<file path="src/tuner_cfg.svh">
// register map, field positions and link framing for the tuner readback bank
// assumes 32-bit classic wishbone with byte addresses, word index in adr[7:2]
`ifndef TUNER_CFG_SVH
`define TUNER_CFG_SVH
`define IDX_CTRL 6'h02
`define IDX_STATUS 6'h0a
`define IDX_REQUESTED_CHANNEL 6'h0b
`define IDX_BLK_A 6'h0c
`define IDX_BLK_B 6'h0d
`define IDX_BLK_C 6'h0e
`define IDX_BLK_D 6'h0f
`define IDX_IRQ_STAT 6'h10
`define IDX_IRQ_MASK 6'h11
`define IDX_FREQ 6'h12
`define CTRL_VERBOSE 11
`define CTRL_TUNE 9
`define CTRL_SEEK 8
`define CTRL_BAND_LSB 6
`define CTRL_SPACE_LSB 4
`define CTRL_GPIO_LSB 0
`define ST_READY_BIT 15
`define ST_STC_BIT 14
`define ST_STEREO_BIT 8
`define GPIO_FN_STEREO 2'h1
`define SIGNAL_STRENGTH_LEVEL_MAX 8'h4b
`define BAND_WIDE 2'h0
`define BASE_WIDE 16'h222e
`define BASE_LOW 16'h1db0
`define SPACE_WIDE 5'h14
`define SPACE_MID 5'h0a
`define SPACE_NARROW 5'h05
`define LINK_BITS 7'h46
`define IRQ_GROUP 0
`define IRQ_STC 1
`endif

</file>
<file path="src/tuner_pkg.sv">
// types shared by the tuner readback bank
// field positions and counts live in tuner_cfg.svh
package tuner_pkg;
    typedef enum logic [2:0] {
        LINK_IDLE = 3'b001,
        LINK_SHIFT = 3'b010,
        LINK_COMMIT = 3'b100
    } linkState_t;
    typedef struct packed {
        logic verbose;
        logic tune;
        logic seek;
        logic [1:0] band;
        logic [1:0] spacing;
        logic [1:0] gpioFn;
    } ctrl_t;
    typedef struct packed {
        logic cyc;
        logic stb;
        logic we;
        logic [7:0] adr;
        logic [3:0] sel;
        logic [31:0] dat;
    } wbReq_t;
    typedef struct packed {
        ctrl_t ctrl;
        logic [1:0] irqStat;
        logic [1:0] irqMask;
        logic seek_tune_complete_flag;
        logic stereo;
        logic [7:0] signal_strength_level;
        logic [9:0] requested_channel;
        logic [3:0][15:0] blk;
        logic [2:0][1:0] grade;
        logic [69:0] shift;
        logic [6:0] bitCnt;
        linkState_t link;
        logic [1:0] clkS;
        logic [1:0] datS;
        logic [1:0] frmS;
        logic clkPrev;
        logic ack;
        logic [31:0] rdData;
    } state_t;
endpackage : tuner_pkg

</file>
<file path="src/tuner_status_rds_readback.sv">
// status, tuned channel and broadcast block readback bank with wishbone slave
// assumes tuner core signals on sys_clk; block link pins asynchronous
// How it works
// - stereo bit 8 of status; third pin shows it when its function is 01
// - eight-bit signal level in bits 7:0, saturated at 75
// - grades of blocks B, C, D sit in bits 15:14, 13:12, 11:10
// - grades read as zero unless verbose reporting mode is set
// - band 00: frequency is spacing times channel plus 87.5 MHz
// - band 01 or 10: frequency is spacing times channel plus 76 MHz
// - tuned channel follows the core during seek and on completion
// - four block words readable as separate 16-bit registers
// - complete flag set on finish, cleared when seek or tune goes low
// - group-ready flag set when a new group lands
`timescale 1ns/1ps
`default_nettype none
`include "tuner_cfg.svh"
module tuner_status_rds_readback (
    // clock and reset
    input wire logic sys_clk,
    input wire logic rst_n,
    // wishbone slave
    input wire logic cyc_i,
    input wire logic stb_i,
    input wire logic we_i,
    input wire logic [7:0] adr_i,
    input wire logic [3:0] sel_i,
    input wire logic [31:0] dat_i,
    output logic ack_o,
    output logic [31:0] dat_o,
    // tuner core, same clock
    input wire logic stereoIn,
    input wire logic [7:0] rssiIn,
    input wire logic [9:0] chanIn,
    input wire logic seekActive,
    input wire logic opDone,
    // block data link pins
    input wire logic blkLinkClk,
    input wire logic blkLinkData,
    input wire logic blkLinkFrame,
    // third general pin
    output logic thirdGeneralPinOut,
    output logic thirdGeneralPinOe,
    // interrupt
    output logic irq
);

    ////////////////////////////////////////////////////////////////////////
    function automatic logic [7:0] satLevel(input logic [7:0] v);
        satLevel = (v > `SIGNAL_STRENGTH_LEVEL_MAX) ? `SIGNAL_STRENGTH_LEVEL_MAX : v;
    endfunction : satLevel

    // frequency in 10 kHz units so every spacing is a whole step
    function automatic logic [15:0] freqOf(input logic [1:0] band,
            input logic [1:0] space, input logic [9:0] requested_channel);
        logic [4:0] step;
        logic [15:0] base;
        step = (space == 2'h0) ? `SPACE_WIDE :
               (space == 2'h1) ? `SPACE_MID : `SPACE_NARROW;
        base = (band == `BAND_WIDE) ? `BASE_WIDE : `BASE_LOW;
        freqOf = 16'(step) * 16'(requested_channel) + base;
    endfunction : freqOf

    // byte lanes: only the low two carry register bits
    function automatic logic [15:0] lanes(input logic [15:0] old,
            input logic [31:0] d, input logic [3:0] sel);
        lanes = {sel[1] ? d[15:8] : old[15:8], sel[0] ? d[7:0] : old[7:0]};
    endfunction : lanes

    ////////////////////////////////////////////////////////////////////////
    tuner_pkg::state_t st_r;
    tuner_pkg::state_t st_nxt;
    tuner_pkg::wbReq_t req;
    logic [15:0] ctrlWord;
    logic [15:0] gradeField;
    logic [15:0] nextCtrl;
    logic linkRise;
    logic wrHit;
    logic [5:0] idx;

    assign req = '{cyc: cyc_i, stb: stb_i, we: we_i, adr: adr_i, sel: sel_i, dat: dat_i};
    assign idx = req.adr[7:2];
    assign linkRise = st_r.clkS[1] & ~st_r.clkPrev;
    assign wrHit = req.cyc & req.stb & req.we & st_r.ack;

    always_comb begin
        ctrlWord = 16'h0000;
        ctrlWord[`CTRL_VERBOSE] = st_r.ctrl.verbose;
        ctrlWord[`CTRL_TUNE] = st_r.ctrl.tune;
        ctrlWord[`CTRL_SEEK] = st_r.ctrl.seek;
        ctrlWord[`CTRL_BAND_LSB +: 2] = st_r.ctrl.band;
        ctrlWord[`CTRL_SPACE_LSB +: 2] = st_r.ctrl.spacing;
        ctrlWord[`CTRL_GPIO_LSB +: 2] = st_r.ctrl.gpioFn;
        nextCtrl = lanes(ctrlWord, req.dat, req.sel);
        // grade fields hidden unless verbose
        gradeField = st_r.ctrl.verbose ? {st_r.grade, 10'h000} : 16'h0000;
    end

    ////////////////////////////////////////////////////////////////////////
    always_comb begin
        st_nxt = st_r;
        // pin synchronisers and edge finder
        // link pins come from another clock: two flops before any use
        st_nxt.clkS = {st_r.clkS[0], blkLinkClk};
        st_nxt.datS = {st_r.datS[0], blkLinkData};
        st_nxt.frmS = {st_r.frmS[0], blkLinkFrame};
        st_nxt.clkPrev = st_r.clkS[1];
        // tuner core status
        st_nxt.stereo = stereoIn;
        st_nxt.signal_strength_level = satLevel(rssiIn);
        if (seekActive || opDone) begin
            st_nxt.requested_channel = chanIn;
        end
        // block link framing
        case (st_r.link)
            tuner_pkg::LINK_IDLE: begin
                st_nxt.bitCnt = 7'h00;
                if (st_r.frmS[1]) begin
                    st_nxt.link = tuner_pkg::LINK_SHIFT;
                end
            end
            tuner_pkg::LINK_SHIFT: begin
                if (!st_r.frmS[1]) begin
                    st_nxt.link = (st_r.bitCnt == `LINK_BITS) ?
                        tuner_pkg::LINK_COMMIT : tuner_pkg::LINK_IDLE;
                end else if (linkRise) begin
                    st_nxt.shift = {st_r.shift[68:0], st_r.datS[1]};
                    // count sticks at its top so a long frame never wraps to a good one
                    if (st_r.bitCnt != 7'h7f) begin
                        st_nxt.bitCnt = st_r.bitCnt + 7'h01;
                    end
                end
            end
            tuner_pkg::LINK_COMMIT: begin
                // whole group moves in one cycle so a read never sees a mix
                st_nxt.blk = st_r.shift[69:6];
                st_nxt.grade = st_r.shift[5:0];
                st_nxt.link = tuner_pkg::LINK_IDLE;
            end
            default: begin
                st_nxt.link = tuner_pkg::LINK_IDLE;
            end
        endcase
        // wishbone: ack one cycle after request, writes at the acked edge
        st_nxt.ack = req.cyc & req.stb & ~st_r.ack;
        // read data latched when taken, stands with ack
        if (req.cyc && req.stb && !st_r.ack) begin
            case (idx)
                `IDX_CTRL: st_nxt.rdData = {16'h0000, ctrlWord};
                `IDX_STATUS: st_nxt.rdData = {16'h0000, st_r.irqStat[`IRQ_GROUP],
                    st_r.seek_tune_complete_flag, 5'h00, st_r.stereo, st_r.signal_strength_level};
                `IDX_REQUESTED_CHANNEL: st_nxt.rdData = {16'h0000, gradeField[15:10], st_r.requested_channel};
                `IDX_BLK_A: st_nxt.rdData = {16'h0000, st_r.blk[3]};
                `IDX_BLK_B: st_nxt.rdData = {16'h0000, st_r.blk[2]};
                `IDX_BLK_C: st_nxt.rdData = {16'h0000, st_r.blk[1]};
                `IDX_BLK_D: st_nxt.rdData = {16'h0000, st_r.blk[0]};
                `IDX_IRQ_STAT: st_nxt.rdData = {30'h0000_0000, st_r.irqStat};
                `IDX_IRQ_MASK: st_nxt.rdData = {30'h0000_0000, st_r.irqMask};
                `IDX_FREQ: st_nxt.rdData = {16'h0000,
                    freqOf(st_r.ctrl.band, st_r.ctrl.spacing, st_r.requested_channel)};
                default: st_nxt.rdData = 32'h0000_0000;
            endcase
        end
        if (wrHit) begin
            case (idx)
                `IDX_CTRL: begin
                    st_nxt.ctrl.verbose = nextCtrl[`CTRL_VERBOSE];
                    st_nxt.ctrl.tune = nextCtrl[`CTRL_TUNE];
                    st_nxt.ctrl.seek = nextCtrl[`CTRL_SEEK];
                    st_nxt.ctrl.band = nextCtrl[`CTRL_BAND_LSB +: 2];
                    st_nxt.ctrl.spacing = nextCtrl[`CTRL_SPACE_LSB +: 2];
                    st_nxt.ctrl.gpioFn = nextCtrl[`CTRL_GPIO_LSB +: 2];
                    if ((st_r.ctrl.seek && !nextCtrl[`CTRL_SEEK]) ||
                            (st_r.ctrl.tune && !nextCtrl[`CTRL_TUNE])) begin
                        st_nxt.seek_tune_complete_flag = 1'b0;
                    end
                end
                `IDX_IRQ_STAT: begin
                    if (req.sel[0]) begin
                        st_nxt.irqStat = st_r.irqStat & ~req.dat[1:0];
                    end
                end
                `IDX_IRQ_MASK: begin
                    if (req.sel[0]) begin
                        st_nxt.irqMask = req.dat[1:0];
                    end
                end
                default: begin
                    st_nxt.irqMask = st_r.irqMask;
                end
            endcase
        end
        // events win over a clear in the same cycle
        if (opDone) begin
            st_nxt.seek_tune_complete_flag = 1'b1;
            st_nxt.irqStat[`IRQ_STC] = 1'b1;
        end
        if (st_r.link == tuner_pkg::LINK_COMMIT) begin
            st_nxt.irqStat[`IRQ_GROUP] = 1'b1;
        end
    end

    always_ff @(posedge sys_clk or negedge rst_n) begin
        if (!rst_n) begin
            st_r <= '{link: tuner_pkg::LINK_IDLE, default: '0};
        end else begin
            st_r <= st_nxt;
        end
    end

    ////////////////////////////////////////////////////////////////////////
    assign ack_o = st_r.ack;
    assign dat_o = st_r.rdData;
    assign thirdGeneralPinOe = (st_r.ctrl.gpioFn == `GPIO_FN_STEREO);
    assign thirdGeneralPinOut = thirdGeneralPinOe & st_r.stereo;
    // level interrupt, high while an unmasked event is pending
    assign irq = |(st_r.irqStat & st_r.irqMask);

    logic rdReq;
    assign rdReq = cyc_i & stb_i & ~we_i & ~st_r.ack;
endmodule : tuner_status_rds_readback
`default_nettype wire

</file>
<file path="config.mk">
export PLATFORM = sky130hd
export DESIGN_NAME = tuner_status_rds_readback
export DESIGN_NICKNAME = d
export VERILOG_FILES = /design/src/tuner_pkg.sv /design/src/tuner_status_rds_readback.sv
export VERILOG_INCLUDE_DIRS = /design/src
export SDC_FILE = /design/constraint.sdc
export NUM_CORES = 1
export LEC_CHECK = 0
export ABC_CLOCK_PERIOD_IN_PS = 12500
export BUFFER_PORTS_ARGS = -buffer_cell sky130_fd_sc_hd__buf_2
export CAP_MARGIN = 20
export CORE_MARGIN = 2
export CORE_UTILIZATION = 45
export CTS_CLUSTER_SIZE = 16
export DETAILED_ROUTE_END_ITERATION = 10
export PLACE_DENSITY_LB_ADDON = 0.15
export SLEW_MARGIN = 10
export SYNTH_ARGS = -nofsm -noshare
export SYNTH_HDL_FRONTEND = slang
export SYNTH_SLANG_ARGS = --single-unit
</file>
<file path="constraint.sdc">
create_clock -name sys_clk -period 12.5 [get_ports sys_clk]
set_input_delay 0.625 -clock sys_clk [delete_from_list [all_inputs] [get_ports sys_clk]]
set_output_delay 0.625 -clock sys_clk [all_outputs]
set_load 0.02 [all_outputs]
</file>
---- After elaboration in Yosys (flattened, before gate mapping) ----
Cells that the tools add are included.
word-level totals
  register bits ........................... 223
  input bits .............................. 73
  output and inout bits ................... 36
  word-level logic and storage cells ...... 122
cells by class
  add/sub/neg operators ................... 2
  $mul .................................... 1
  $lt $le $gt $ge ......................... 1
  equal/unequal tests ..................... 22
  multiplexer cells ....................... 25
  bitwise gates (word level) .............. 11
  reductions and logical operators ........ 31
operators with widths
  cell                 count
  $pmux 16 s10         1
  $eq 6x4->1 const B   6
  $mux 7               3
  $reduce_and 3->1     7
  $eq 6x5->1 const B   3
  $reduce_bool 2->1    9
  $add 15x14->16       1
  $mux 16              1
  $mul 5x10->15        1
  $mux 14              1
  $pmux 7 s2           1
  $mux 5               2
  $ne 2x2->1 const B   5
  $mux 3               3
  $gt 8x7->1 const B   1
  $mux 2               4
  $mux 4               2
  $mux 8               1
  $add 7x1->7 const B  1
  $eq 7x7->1 const B   1
  $ne 7x7->1 const B   1
  $and 1x1->1          6
  $eq 6x2->1 const B   1
  $pmux 3 s2           1
  other kinds (15)     30

---- Longest topological paths before layout ----
  depth after elaboration ................. 8
  depth in mapped cells ................... 16
  depth with buffers taken out ............ 15

---- Least setup slack after synthesis ----
Ideal clock, no wire load.
  path kind ............................... reg-to-reg
  from .................................... register st_r, in the netlist ctrlWord[6]
  to ...................................... register st_r, in the netlist dat_o[13]
  setup time .............................. 126 ps
  arrival time ............................ 4,093 ps
  data required time ...................... 12,374 ps
  setup slack ............................. 8,281 ps
  cell stages (with the launch flop) ...... 13
  buffers on the path ..................... 0
  clock period less this slack ............ 4,219 ps
  cell sequence ........................... dfrtp_1 -> or2_2 -> inv_1 -> fa_1 -> fa_1 -> fa_1 -> inv_1 -> fa_1 -> a21o_1 -> a211oi_2 -> o311ai_0 -> xor2_1 -> a221o_1
on the way
  longest elaborated chain between the ends .. 4
ends and longest elaborated chain
  what                              RTL line                          text
  from (decl)                       tuner_status_rds_readback.sv:70   tuner_pkg::state_t st_r;
  from (signal assigned)            tuner_status_rds_readback.sv:206  st_r <= st_nxt;
  $logic_not 2->1 (no source line)  --
  $mux 14 (no source line)          --
  $add 15x14->16                    tuner_status_rds_readback.sv:60   freqOf = 16'(step) * 16'(requested_channel) + base;
  $pmux 16 s10                      tuner_status_rds_readback.sv:147  case (idx)
No other way between the ends.
A chain may end at the register's enable or synchronous reset.

---- Worst setup path in the final report ----
  from .................................... register st_r, in the netlist ctrlWord[5]
  to ...................................... register st_r, in the netlist dat_o[13]
on the way
  longest elaborated chain between the ends .. 6
ends and longest elaborated chain
  what                         RTL line                          text
  $eq 2x1->1                   tuner_status_rds_readback.sv:58   (space == 2'h1) ? `SPACE_MID : `SPACE_NARROW;
  $mux 4 (no source line)      --
  $mux 5 (no source line) (*)  --
  $mul 5x10->15 (*)            tuner_status_rds_readback.sv:60
  $add 15x14->16 (*)           tuner_status_rds_readback.sv:60
  $pmux 16 s10 (*)             tuner_status_rds_readback.sv:147
Mark *: on every way between the ends. The rest lies on a longest branch, timed or not.

==> flow_metrics.tcl <==
set metrics [dict create \
    p_per_area_nw_per_um2 132.9 \
    ctsHoldBuffers 0 \
    die_y_um 157.2 \
    wl_um 23800 \
    postSynthAreaPerCell_um2 12.54 \
    grt_overflow_total 0 \
    start_util_pct 45.37 \
    p_leak_nw 5.884 \
    fin_worst_skew_ns 0.01948 \
    dp_slack_ns 7.533 \
    fin_nets 1024 \
    ios 109 \
    synth.ff_latch_count 207 \
    numCtsBuffers 24 \
    setup_viol 0 \
    r2r_start "ctrlWord[5]" \
    synthCells 842 \
    cp-end-kind "flop" \
    vias_per_cell 5.314 \
    fin_hold_ws_ns 0.2148 \
    finalMaxSlewViolations 0 \
    async_reset_ff_share_pct 100.0 \
    clock_latency_ns 0.52 \
    max_slew_margin_pct 31.69 \
    yosys_warnings 0 \
    vdd_ir_drop_max_v 0.00007672 \
    ys_seq_area_share_pct 49.09 \
    wire_per_inst_um 19.38 \
    ant_nets 0 \
    syn-cell-area_um2 10560 \
    core_um2 23260 \
    finalCriticalPeriod_ns 4.929 \
    cts_resized 0 \
    grt_pass1_wl_um 37640 \
    fp.dieArea_um2 24700 \
    critPathMaxFanout 14 \
    first_global_vias 6458 \
    synth_cell_types 67 \
    setup_ws_ns 7.571 \
    multi_input_area_um2 4786 \
    syn_to_final_growth_pct 11.64 \
    grt_max_degree 126 \
    hold_violations 0 \
    die_w_um 157.2 \
    tns_ns 0 \
    rsz0062_at_grt "false" \
    drc_errors 0 \
    cp.required_ns 12.91 \
    synth_edf_count 0 \
    dr.pass1.iters 5 \
    cap_violations 0 \
    path_class "reg -> reg" \
    dp_hpwl_um 16580 \
    status "completed" \
    crit_arrival_ns 5.34 \
    fin_crit_sh_pct 39.43 \
    cts-root-buf "clkbuf_16" \
    crit_start "ctrlWord[5]" \
    ys.flop_type "dfrtp_1" \
    vias 6526 \
    grt_usage_pct 20.01 \
    regArea_um2 5181 \
    min_from "blkLinkData" \
    cts_tree "yes" \
    max_freq_mhz 202.9 \
    diodes 0 \
    place.gp.congestion 0.8610 \
    utilization_pct 50.66 \
    cts.clk_slew.worst_paths_ns 0.06 \
    row_count 56 \
    clock_path_buffers 3 \
    drive_above_1_share_pct 22.88 \
    start_kind "flop" \
    io_buffer_count 65 \
    tightest_slew_ns 1.025 \
    antenna_found_initial 0 \
    cts_setup_buffers 0 \
    dr.first_iter.drc_count 346 \
    cts_sinks 207 \
    h-tree-depth 1 \
    fill_cells 2097 \
    hp-class "in -> reg" \
]
## power by group
part           internal [mW]  switching [mW]
sequential             0.687          0.0164
combinational         0.0771           0.123
clock                  0.384           0.278
## metrics by stage
step / power (mW) / area [um^2] / instances
4_1_cts: 1.589 / 11760 / 1227
3_3_place_gp: 0.9173 / 11000 / 1184
3_5_place_dp: 0.9172 / 11000 / 1184
2_1_floorplan: 0.8557 / 10620 / 858
6_report: 1.566 / 11780 / 1228
5_1_grt: 1.647 / 11780 / 1228
## synth_stat cells (all sizes together), types with 3 or more instances
master | n | share of area, %
dfrtp | 206 | 49
mux2 | 159 | 17
inv | 65 | 2.3
buf | 51 | 3.4
and2 | 35 | 2.1
nand2 | 35 | 1.2
fa | 34 | 6.4
ha | 25 | 3.0
nor2 | 19 | 0.68
a21oi | 15 | 0.71
nor2b | 15 | 0.89
clkbuf | 14 | 0.50
a22oi | 12 | 0.85
o21ai | 11 | 0.52
a21o | 10 | 0.71
a222oi | 10 | 0.95
nand3 | 9 | 0.52
a221o | 8 | 0.76
a31oi | 8 | 0.47
xor2 | 8 | 0.66
a221oi | 7 | 0.58
and3 | 7 | 0.41
nand2b | 7 | 0.41
nand4 | 6 | 0.36
a41oi | 5 | 0.41
nor3 | 5 | 0.38
a22o | 4 | 0.33
and4 | 4 | 0.33
a211oi | 3 | 0.26
mux2i | 3 | 0.28
nor3b | 3 | 0.21
nor4b | 3 | 0.51
o211ai | 3 | 0.21
xnor2 | 3 | 0.25
## critical path, stage by stage, from the launching register on
cell and delay [ns]:
dfrtp_1 0.60, nor2_1 0.61, and2_1 0.25, fa_1 0.43, fa_1 0.55, inv_1 0.06, fa_1 0.55, inv_1 0.05
ha_1 0.34, and3_1 0.21, a211oi_2 0.40, o311ai_0 0.24, xor2_1 0.19, a221o_1 0.33
## registers in the layout, indices dropped and copies added (netlist names)
register	count
st_nxt	4
st_r	177
ctrlWord	9
dat_o	16
ack_o	1
## cells by family after synthesis
kind of cell | share of synthesized area, %
muxes | 17.25
DFF | 49.09
AOI/OAI and AO/OA | 8.108
adders and majority gates | 9.412
buffers and inverters | 6.247
xor gates and xnor gates | 0.9128
and+or+nand+nor | 8.950
other | 0.03553
## layout by cell type, fill, tap and decap left out, drive strengths merged, types with 3 or more instances in the layout
| cell type | count |
|---|---|
| clkbuf | 33 |
| nand3 | 9 |
| mux2i | 3 |
| ha | 25 |
| xnor2 | 3 |
| buf | 72 |
| a22oi | 12 |
| a41oi | 5 |
| fa | 34 |
| mux2 | 159 |
| a31oi | 8 |
| nor2 | 19 |
| o21ai | 11 |
| a211oi | 3 |
| a21oi | 15 |
| conb | 17 |
| a222oi | 10 |
| nand2b | 7 |
| nor2b | 15 |
| inv | 66 |
| a221o | 8 |
| and3 | 7 |
| and4 | 4 |
| xor2 | 8 |
| a21o | 10 |
| clkinv | 8 |
| nor3 | 5 |
| nor4b | 3 |
| and2 | 35 |
| a221oi | 7 |
| nor3b | 3 |
| o211ai | 3 |
| dfrtp | 206 |
| nand4 | 6 |
| a22o | 4 |
| nand2 | 35 |
## per-layer routing
metal,vias to the layer above,wire [um],track usage [%]
li1,3025,-,-
met1,3359,11400,29.35
met2,113,11160,32.14
met3,29,886,2.506
met4,0,342,4.113
met5,-,0,0
## final cells by class
class	count	area share, %
Sequential cell	207	43.97
Multi-Input combinational cell	521	40.61
Clock buffer	32	5.776
Timing Repair Buffer	73	3.515
Tap cell	319	3.387
Inverter	65	2.071
Clock inverter	11	0.6689
## final timing paths
check                      slack [ns]  cells after the start    endpoint
setup / recovery                 7.57                     13   dat_o[13]
min in group asynchronous        0.26                      1  st_nxt[37]
hold reg to reg                  0.35                      0    st_r[37]
setup reg to reg                 7.57                     13   dat_o[13]
max in group asynchronous       10.82                      3    st_r[40]
hold / removal                   0.21                      1  st_nxt[37]
Power figures use the tool's default switching activity.
